==> src/tsc_pkg.sv <==
// Purpose: Shared constants and types for the thermal setpoint and calibration registers
// Assumes: Byte addresses inside the thermal register window, dword aligned access
// Notes:   Every offset lives here; lock, converter and read-data resets and the wdata slices stay literal in the code

package tsc_pkg;

	// ----------------------------------------------------------------
	// Register offsets (byte addresses of aligned dwords)
	// ----------------------------------------------------------------
	localparam logic [15:0] OFF_ABS_OFS = 16'h1004; // Lane 2 absolute, lane 3 offset
	localparam logic [15:0] OFF_REL     = 16'h1008;
	localparam logic [15:0] OFF_HOTCRIT = 16'h1010;
	localparam logic [15:0] OFF_AUX     = 16'h1014;
	localparam logic [15:0] OFF_TRIM    = 16'h1018;
	localparam logic [15:0] OFF_FUSE    = 16'h1030;

	// ----------------------------------------------------------------
	// Field positions and widths
	// ----------------------------------------------------------------
	localparam int unsigned LANE_ABS     = 2;
	localparam int unsigned LANE_OFS     = 3;
	localparam int unsigned AUXILIARY_SETPOINT_LOCK_BIT  = 31;
	localparam int unsigned HOT_LANE     = 1;
	localparam int unsigned CRIT_LANE    = 0;
	localparam int unsigned LOCK_LANE    = 3;
	localparam int unsigned TRIM_LOCK_BIT = 7;
	localparam int unsigned TRIM_W       = 7;
	localparam int unsigned RDG_W        = 8;
	localparam int unsigned CONV_W       = 9;

	// ----------------------------------------------------------------
	// Reset values and magic numbers
	// ----------------------------------------------------------------
	localparam logic [7:0]  RST_ABS     = 8'hff;
	localparam logic [7:0]  RST_OFS     = 8'h00;
	localparam logic [7:0]  RST_SETPT   = 8'h00;
	localparam logic [31:0] RST_AUX     = 32'h00000000;
	localparam logic [6:0]  RST_TRIM    = 7'h00;
	localparam logic [31:0] UNLOCK_KEY  = 32'h04c1c202;
	localparam logic [3:0]  BE_ALL      = 4'hf;
	localparam logic [7:0]  REL_MAX     = 8'h7f;
	localparam logic [7:0]  REL_MIN     = 8'h80;
	localparam logic signed [8:0] DIFF_MAX = 9'sh07f;
	localparam logic signed [8:0] DIFF_MIN = -9'sh080;

	// ----------------------------------------------------------------
	// Carriers
	// ----------------------------------------------------------------
	typedef struct packed {
		logic        wr;
		logic        rd;
		logic [15:0] addr;
		logic [31:0] wdata;
		logic [3:0]  be;
	} tsc_req_t;

	typedef struct packed {
		logic [7:0] count;       // Live counter from the sensor
		logic       valid;       // Thermometer output valid
		logic       analog_mode; // Sensor in analog rather than thermometer mode
		logic       direct_test; // Direct converter test enable
	} tsc_sense_t;

	typedef enum logic [1:0] {US_IDLE, US_FIRST, US_SECOND} tsc_unlock_state_t;

endpackage

==> src/tsc_thermal_regs.sv <==
// Purpose: Thermal setpoint, lock and calibration trim registers with readings
// Assumes: Single clock, synchronous active-low reset, one access per cycle
// Notes:   Read data registered one cycle after the read strobe
`timescale 1ns/1ps

module tsc_thermal_regs (
	input  wire logic               i_clock,
	input  wire logic               i_rstn,
	input  wire tsc_pkg::tsc_req_t   i_req,
	input  wire tsc_pkg::tsc_sense_t i_sense,
	input  wire logic [6:0]         i_fuse_trim,
	output logic [31:0]             o_rdata,
	output logic                    o_rd_valid,
	output logic [7:0]              o_hot_setpoint,
	output logic [7:0]              o_crit_setpoint,
	output logic [31:0]             o_aux_setpoints,
	output logic                    o_aux_lock,
	output logic                    o_crit_lock,
	output logic [7:0]              o_relative,
	output logic [8:0]              o_conv_a,
	output logic [8:0]              o_conv_b
);

	logic [7:0]  ofs_r;
	logic [7:0]  hot_r;
	logic [7:0]  crit_r;
	logic [31:0] aux_r;
	logic        aux_lock_r;
	logic [6:0]  trim_r;
	logic        crit_lock_r;
	logic [31:0] rdata_r;
	logic [31:0] rdata_nxt;
	logic        rd_valid_r;
	logic [7:0]  absolute;
	logic        unlock;
	logic        wr_hc;
	logic        wr_aux;
	logic        wr_trim;
	logic        wr_ao;

	// Address match, shared by write and read decode
	function automatic logic hit(input logic [15:0] a, input logic [15:0] off);
		hit = (a == off);
	endfunction

	// ----------------------------------------------------------------
	// Write decode
	// ----------------------------------------------------------------
	assign wr_hc   = i_req.wr && hit(i_req.addr, tsc_pkg::OFF_HOTCRIT);
	assign wr_aux  = i_req.wr && hit(i_req.addr, tsc_pkg::OFF_AUX);
	assign wr_trim = i_req.wr && hit(i_req.addr, tsc_pkg::OFF_TRIM);
	assign wr_ao   = i_req.wr && hit(i_req.addr, tsc_pkg::OFF_ABS_OFS);

	// ----------------------------------------------------------------
	// Submodules
	// ----------------------------------------------------------------
	tsc_unlock_seq u_unlock (
		.i_clock  (i_clock),
		.i_rstn   (i_rstn),
		.i_req    (i_req),
		.o_unlock (unlock)
	);

	tsc_reading u_reading (
		.i_clock    (i_clock),
		.i_rstn     (i_rstn),
		.i_sense    (i_sense),
		.i_offset   (ofs_r),
		.i_hot      (hot_r),
		.i_trim     (trim_r),
		.o_absolute (absolute),
		.o_relative (o_relative),
		.o_conv_a   (o_conv_a),
		.o_conv_b   (o_conv_b)
	);

	// ----------------------------------------------------------------
	// Setpoints and locks
	// ----------------------------------------------------------------

	// Reading offset, lane 3 of its dword
	always_ff @(posedge i_clock) begin
		if (!i_rstn) ofs_r <= tsc_pkg::RST_OFS;
		else if (wr_ao && i_req.be[tsc_pkg::LANE_OFS]) ofs_r <= i_req.wdata[31:24];
	end

	// Hot and critical setpoints; locked writes drop silently
	always_ff @(posedge i_clock) begin
		if (!i_rstn) begin
			hot_r  <= tsc_pkg::RST_SETPT;
			crit_r <= tsc_pkg::RST_SETPT;
		end else if (wr_hc && !crit_lock_r) begin
			if (i_req.be[tsc_pkg::HOT_LANE]) hot_r <= i_req.wdata[15:8];
			if (i_req.be[tsc_pkg::CRIT_LANE]) crit_r <= i_req.wdata[7:0];
		end
	end

	// Aux lock: a one sets it, the key sequence clears it; set wins
	always_ff @(posedge i_clock) begin
		if (!i_rstn) begin
			aux_lock_r <= 1'b0;
		end else if (wr_hc && i_req.be[tsc_pkg::LOCK_LANE]
			&& i_req.wdata[tsc_pkg::AUXILIARY_SETPOINT_LOCK_BIT]) begin
			aux_lock_r <= 1'b1;
		end else if (unlock) begin
			aux_lock_r <= 1'b0;
		end
	end

	// Aux setpoints, one byte lane each, gated by the aux lock
	genvar g;
	generate
		for (g = 0; g < 4; g++) begin : g_aux
			always_ff @(posedge i_clock) begin
				if (!i_rstn) aux_r[g*8 +: 8] <= tsc_pkg::RST_AUX[g*8 +: 8];
				else if (wr_aux && i_req.be[g] && !aux_lock_r)
					aux_r[g*8 +: 8] <= i_req.wdata[g*8 +: 8];
			end
		end
	endgenerate

	// Trim field, frozen once the critical lock is set
	always_ff @(posedge i_clock) begin
		if (!i_rstn) trim_r <= tsc_pkg::RST_TRIM;
		else if (wr_trim && i_req.be[0] && !crit_lock_r)
			trim_r <= i_req.wdata[6:0];
	end

	// Critical lock is write-one only; only reset releases it
	always_ff @(posedge i_clock) begin
		if (!i_rstn) crit_lock_r <= 1'b0;
		else if (wr_trim && i_req.be[0] && i_req.wdata[tsc_pkg::TRIM_LOCK_BIT])
			crit_lock_r <= 1'b1;
	end

	// ----------------------------------------------------------------
	// Read path
	// ----------------------------------------------------------------

	// Read mux; fuse trim comes straight from the fuses
	always_comb begin
		rdata_nxt = '0;
		if (hit(i_req.addr, tsc_pkg::OFF_ABS_OFS)) begin
			rdata_nxt = {ofs_r, absolute, 16'h0000};
		end else if (hit(i_req.addr, tsc_pkg::OFF_REL)) begin
			rdata_nxt = {24'h000000, o_relative};
		end else if (hit(i_req.addr, tsc_pkg::OFF_HOTCRIT)) begin
			rdata_nxt = {aux_lock_r, {15{1'b0}}, hot_r, crit_r};
		end else if (hit(i_req.addr, tsc_pkg::OFF_AUX)) begin
			rdata_nxt = aux_r;
		end else if (hit(i_req.addr, tsc_pkg::OFF_TRIM)) begin
			rdata_nxt = {24'h000000, crit_lock_r, trim_r};
		end else if (hit(i_req.addr, tsc_pkg::OFF_FUSE)) begin
			rdata_nxt = {{25{1'b0}}, i_fuse_trim};
		end
	end

	// Registered read answer; unmapped reads return zero
	always_ff @(posedge i_clock) begin
		if (!i_rstn) begin
			rdata_r    <= '0;
			rd_valid_r <= 1'b0;
		end else begin
			rd_valid_r <= i_req.rd;
			if (i_req.rd) rdata_r <= rdata_nxt;
		end
	end

	// ----------------------------------------------------------------
	// Outputs
	// ----------------------------------------------------------------
	assign o_rdata         = rdata_r;
	assign o_rd_valid      = rd_valid_r;
	assign o_hot_setpoint  = hot_r;
	assign o_crit_setpoint = crit_r;
	assign o_aux_setpoints = aux_r;
	assign o_aux_lock      = aux_lock_r;
	assign o_crit_lock     = crit_lock_r; // Gates the external control bits

	// ----------------------------------------------------------------
	// Assertions
	// ----------------------------------------------------------------

	// Helpers: expected difference and zero-extended trim from what the reading block sees
	logic signed [8:0] chk_diff;
	logic [7:0]        chk_diff_lo;
	logic [8:0]        chk_trim_zx;
	assign chk_diff    = $signed({1'b0, absolute}) - $signed({1'b0, ofs_r});
	assign chk_diff_lo = chk_diff[7:0];
	assign chk_trim_zx = {2'b00, trim_r};

	// Independent sum for bank A: trim widened by its sign, plus counter
	logic [8:0]        chk_sum;
	logic              chk_live_r;
	assign chk_sum     = {{(tsc_pkg::CONV_W - tsc_pkg::TRIM_W){trim_r[tsc_pkg::TRIM_W - 1]}},
		trim_r} + {1'b0, i_sense.count};

	// Reset seen one edge late; the release edge still shows reset values,
	// so no attempt may start there
	always_ff @(posedge i_clock) chk_live_r <= i_rstn;
endmodule

==> src/tsc_unlock_seq.sv <==
// Purpose: Detects the three-write key sequence that releases the auxiliary lock
// Assumes: Any other read or write in between breaks the sequence; a repeated first key write restarts it
// Notes:   Key must be written with all four byte lanes enabled
`timescale 1ns/1ps

module tsc_unlock_seq (
	input  wire logic             i_clock,
	input  wire logic             i_rstn,
	input  wire tsc_pkg::tsc_req_t i_req,
	output logic                  o_unlock
);

	tsc_pkg::tsc_unlock_state_t state_r;
	logic                       hit_first;
	logic                       hit_second;
	logic                       any_access;

	// ----------------------------------------------------------------
	// Key write detection
	// ----------------------------------------------------------------
	assign any_access = i_req.wr | i_req.rd;
	assign hit_first  = i_req.wr && i_req.be == tsc_pkg::BE_ALL
		&& i_req.addr == tsc_pkg::OFF_HOTCRIT && i_req.wdata == tsc_pkg::UNLOCK_KEY;
	assign hit_second = i_req.wr && i_req.be == tsc_pkg::BE_ALL
		&& i_req.addr == tsc_pkg::OFF_AUX && i_req.wdata == tsc_pkg::UNLOCK_KEY;
	assign o_unlock   = (state_r == tsc_pkg::US_SECOND) && hit_first;

	// Sequence tracker; a stray access restarts it
	always_ff @(posedge i_clock) begin
		if (!i_rstn) begin
			state_r <= tsc_pkg::US_IDLE;
		end else begin
			case (state_r)
				tsc_pkg::US_IDLE: begin
					if (hit_first) state_r <= tsc_pkg::US_FIRST;
				end
				tsc_pkg::US_FIRST: begin
					if (hit_second) state_r <= tsc_pkg::US_SECOND;
					else if (hit_first) state_r <= tsc_pkg::US_FIRST;
					else if (any_access) state_r <= tsc_pkg::US_IDLE;
				end
				tsc_pkg::US_SECOND: begin
					if (hit_first) state_r <= tsc_pkg::US_IDLE;
					else if (any_access) state_r <= tsc_pkg::US_IDLE;
				end
				default: state_r <= tsc_pkg::US_IDLE;
			endcase
		end
	end

endmodule

==> src/tsc_reading.sv <==
// Purpose: Absolute and relative readings and converter drive values
// Assumes: Counter input synchronous to i_clock
// Notes:   All outputs registered; relative lags absolute by one cycle
`timescale 1ns/1ps

module tsc_reading (
	input  wire logic               i_clock,
	input  wire logic               i_rstn,
	input  wire tsc_pkg::tsc_sense_t i_sense,
	input  wire logic [7:0]         i_offset,
	input  wire logic [7:0]         i_hot,
	input  wire logic [6:0]         i_trim,
	output logic [7:0]              o_absolute,
	output logic [7:0]              o_relative,
	output logic [8:0]              o_conv_a,
	output logic [8:0]              o_conv_b
);

	logic signed [8:0] diff;
	logic [8:0]        sum;

	// Sign-extend the seven-bit trim to converter width
	function automatic logic [8:0] sext_trim(input logic [6:0] t);
		sext_trim = {{2{t[6]}}, t};
	endfunction

	// ----------------------------------------------------------------
	// Arithmetic
	// ----------------------------------------------------------------
	assign diff = $signed({1'b0, o_absolute}) - $signed({1'b0, i_offset});
	assign sum  = sext_trim(i_trim) + {1'b0, i_sense.count};

	// Absolute reading follows the counter, all ones from reset
	always_ff @(posedge i_clock) begin
		if (!i_rstn) o_absolute <= tsc_pkg::RST_ABS;
		else o_absolute <= i_sense.count;
	end

	// Relative reading, clipped so it stays a signed byte
	always_ff @(posedge i_clock) begin
		if (!i_rstn) o_relative <= tsc_pkg::RST_OFS;
		else if (i_sense.analog_mode) o_relative <= i_hot;
		else if (diff > tsc_pkg::DIFF_MAX) o_relative <= tsc_pkg::REL_MAX;
		else if (diff < tsc_pkg::DIFF_MIN) o_relative <= tsc_pkg::REL_MIN;
		else o_relative <= diff[7:0];
	end

	// Bank A gets the sum; bank B bypasses it in direct test
	always_ff @(posedge i_clock) begin
		if (!i_rstn) begin
			o_conv_a <= '0;
			o_conv_b <= '0;
		end else begin
			o_conv_a <= sum;
			o_conv_b <= i_sense.direct_test ? {2'b00, i_trim} : sum;
		end
	end

endmodule

==> config.mk <==
export PLATFORM = sky130hd
export DESIGN_NAME = tsc_thermal_regs
export DESIGN_NICKNAME = d
export VERILOG_FILES = /design/src/tsc_pkg.sv /design/src/tsc_thermal_regs.sv /design/src/tsc_unlock_seq.sv /design/src/tsc_reading.sv
export SDC_FILE = /design/constraint.sdc
export NUM_CORES = 1
export LEC_CHECK = 0
export BUFFER_PORTS_ARGS = -buffer_cell sky130_fd_sc_hd__buf_2
export CORE_MARGIN = 1
export CORE_UTILIZATION = 48
export DETAILED_ROUTE_END_ITERATION = 16
export HOLD_SLACK_MARGIN = 0.1
export PLACE_DENSITY = 0.75
export SLEW_MARGIN = 20
export SYNTH_ARGS = -nofsm -noshare
export SYNTH_HDL_FRONTEND = slang
export SYNTH_SLANG_ARGS = --single-unit
==> constraint.sdc <==
create_clock -name i_clock -period 5.3 [get_ports i_clock]
set_clock_uncertainty 0.15 [all_clocks]
set_input_delay 0.795 -clock i_clock [delete_from_list [all_inputs] [get_ports i_clock]]
set_output_delay 0.795 -clock i_clock [all_outputs]
set_load 0.02 [all_outputs]
==> impl_metrics.json <==
{
  "hp-class": "reg -> reg",
  "critPathKind": "in -> reg",
  "ys_top_cells_by_count": "dfxtp_1 (134), nor2_1 (81), nand2_1 (57)",
  "grt_util_all_layers_pct": 30.7,
  "core_um2": 12200,
  "hold_violations": 0,
  "powerDensity_nw_per_um2": 314,
  "leakage_nw": 3.12,
  "ys_warn_count": 0,
  "nets": 947,
  "period_needed_ns": 3.44,
  "syn-num-nets": 781,
  "status": "finished, final reports clean",
  "yosys.area.top_type": "dfxtp_1",
  "setup_viol": 0,
  "initial_core_util_pct": 50.0,
  "path_clk_slew_ns": 0.06,
  "synth.distinct_cells": 56,
  "worst_setup_path_startpoint": "i_req[49]",
  "vias": 5982,
  "antenna_cells": 0,
  "clockBufferDepth": 2,
  "io_buffers": 181,
  "cp.arrival_ns": 3.57,
  "ios": 183,
  "drive_gt1_share_pct": 26.9,
  "grt_pass1_wl_um": 30000,
  "crit_fanout": 33,
  "syn_inst": 688,
  "crit_path_start_kind": "input pin",
  "maxSlewViolCount": 0,
  "worstSkewPairLatency_ns": 0.43,
  "seq_area_frac_synth_pct": 44.1,
  "cts-buffers-inserted": 17,
  "tns_ns": 0,
  "cts_resized": 0,
  "root_buffer": "clkbuf_16",
  "die-width_um": 115,
  "synth_most_common_cell": "dfxtp_1",
  "relSlewSlack_pct": 39.5,
  "reg2reg_depth": 9,
  "ant_nets": 0,
  "dp_hpwl_um": 14500,
  "reg2reg_to": "u_reading.o_relative[1]$_SDFF_PN0_",
  "antenna_found_initial": 0,
  "dieArea_um2": 13100,
  "final_util_pct": 63.0,
  "rsz0062_at_grt": "no",
  "end_kind": "flop",
  "rr_startpoint": "ofs_r[0]$_SDFFE_PN0P_",
  "first_pass_iters": 5,
  "routed_wl_um": 19500,
  "ys_ff_latch": 134,
  "instances_no_fill": 1035,
  "finalCritPeriodShare_pct": 64.8,
  "synthArstFlopShare_pct": 0,
  "cts_tree": "done",
  "routabilityCongestion": 0.960,
  "syn-cell-area_um2": 6080,
  "drc": 0,
  "syn_avg_cell_area_um2": 8.84,
  "r2r_setup_slack_ns": 2.06,
  "synth_edf_count": 0,
  "gr-total-overflow": 0,
  "worst_slew_pin_slew_ns": 0.902,
  "synth_ff_type": "dfxtp_1",
  "maxCapViolations": 0,
  "drt_iter0_markers": 602,
  "die_h_um": 115,
  "drt-vias-per-instance": 5.78,
  "post_cts_buffers": 0,
  "peakVddDrop_mv": 0.189,
  "grt_max_degree": 58,
  "postPlaceCellArea_um2": 7070,
  "synth_top_area_share_pct": 44.1,
  "postCtsHoldBufs": 0,
  "ys_top_cells_by_area": "dfxtp_1 (44%), mux2i_1 (5.4%), nor2_1 (5.0%)",
  "fin_area_um2": 7660,
  "rows": 40,
  "grt_pass1_vias": 5708,
  "timing.fmax_ghz": 0.291,
  "endpoint": "o_aux_setpoints[26]$_SDFFE_PN0P_",
  "cts_sinks": 134,
  "dp.cells": 1003,
  "detail_route.wl_per_cell_um": 18.9,
  "area_delta_synth_final_pct": 26.0,
  "worstPathRequired_ns": 5.44,
  "cts_max_level": 4
}
## critical path, stage by stage
cell	delay [ns]
buf_2	0.09
or4b_1	0.70
nor4_4	0.33
buf_4	0.40
and3_1	0.51
buf_4	0.29
nand2_1	0.22
nand2_1	0.14
a21oi_1	0.07
## layer usage
layer	up-vias	GRT usage (%)	part of all wire (%)
met5	-	0	0
met4	0	13.9	3.0
met3	51	7.78	8.2
met2	279	47.8	46
met1	2850	40.0	43
li1	2802	-	-
## power breakdown
group / switching (mW) / leakage (nW) / internal, mW
registers: 0.0149 / 1.09 / 1.03
clock network: 0.449 / 0.280 / 0.726
logic: 0.124 / 1.75 / 0.0651
## registers in the layout (all words and copies together) (netlist names), 2 cells and up
name and cells:
o_rdata 32, u_reading.o_conv_b 9, u_unlock.state_r 2, trim_r 7, ofs_r 8, u_reading.o_conv_a 9, o_hot_setpoint 8, o_crit_setpoint 8
o_aux_setpoints 32, u_reading.o_relative 8, u_reading.o_absolute 8
## how the worst min path moves through the flow
| stage | cells past startpoint | start | endpoint | slack [ns] |
|---|---|---|---|---|
| after floorplan | 1 | u_unlock.state_r[1]$_SDFFE_PN0P_ | u_unlock.state_r[0]$_SDFFE_PN0P_ | 0.26 |
| after global placement | 1 | u_unlock.state_r[1]$_SDFFE_PN0P_ | u_unlock.state_r[0]$_SDFFE_PN0P_ | 0.27 |
| after detailed placement | 1 | u_unlock.state_r[1]$_SDFFE_PN0P_ | u_unlock.state_r[0]$_SDFFE_PN0P_ | 0.30 |
| after CTS | 1 | u_unlock.state_r[1]$_SDFFE_PN0P_ | u_unlock.state_r[0]$_SDFFE_PN0P_ | 0.31 |
| after global routing | 1 | u_unlock.state_r[1]$_SDFFE_PN0P_ | u_unlock.state_r[0]$_SDFFE_PN0P_ | 0.31 |
| final | 1 | u_unlock.state_r[1]$_SDFFE_PN0P_ | u_unlock.state_r[0]$_SDFFE_PN0P_ | 0.31 |
## through the flow
stage               setup slack (ns)  hold WS [ns]  power, mW
finish                          1.86         0.310       2.41
global route                    1.69         0.313       2.47
CTS                             1.90         0.307       2.41
detailed placement              1.48         0.302       1.25
global placement                1.54         0.270       1.25
floorplan                       2.43         0.257       1.16
## cell type report
cell class	count	area [um^2]
Timing Repair Buffer	186	943
Inverter	26	97.6
Sequential cell	134	2680
Fill cell	1041	4500
Tap cell	168	210
Multi-Input combinational cell	489	3130
Clock buffer	20	467
Clock inverter	12	126
## cells in the final DEF (no fill, tap or decap), types with 4 or more instances in the layout
| cell | n |
|---|---|
| dfxtp_1 | 134 |
| nor2_1 | 81 |
| a221oi_1 | 15 |
| clkinvlp_4 | 5 |
| clkinv_2 | 4 |
| o21a_1 | 11 |
| nor3_1 | 23 |
| o21ai_0 | 24 |
| inv_1 | 25 |
| ha_1 | 17 |
| xnor2_1 | 5 |
| buf_4 | 5 |
| buf_2 | 181 |
| nand2b_1 | 13 |
| or4_1 | 4 |
| mux2i_1 | 33 |
| xor2_1 | 4 |
| clkbuf_16 | 17 |
| a211oi_1 | 6 |
| and2_1 | 11 |
| a2bb2oi_1 | 4 |
| nor4_1 | 4 |
| a21oi_1 | 49 |
| o22ai_1 | 6 |
| o2bb2ai_1 | 10 |
| a22oi_1 | 24 |
| nor4b_1 | 5 |
| nand2_1 | 57 |
| nand3_1 | 37 |
## kinds of logic after synthesis
| family | Yosys count | share of synthesized area (%) |
|---|---|---|
| simple gates | 263 | 22.1 |
| compound gates | 165 | 18.5 |
| flops | 134 | 44.1 |
| buf+inv | 65 | 4.44 |
| mux | 33 | 5.43 |
| fa+ha+maj | 19 | 4.16 |
| xor+xnor | 9 | 1.30 |
Power figures use the tool's default switching activity.
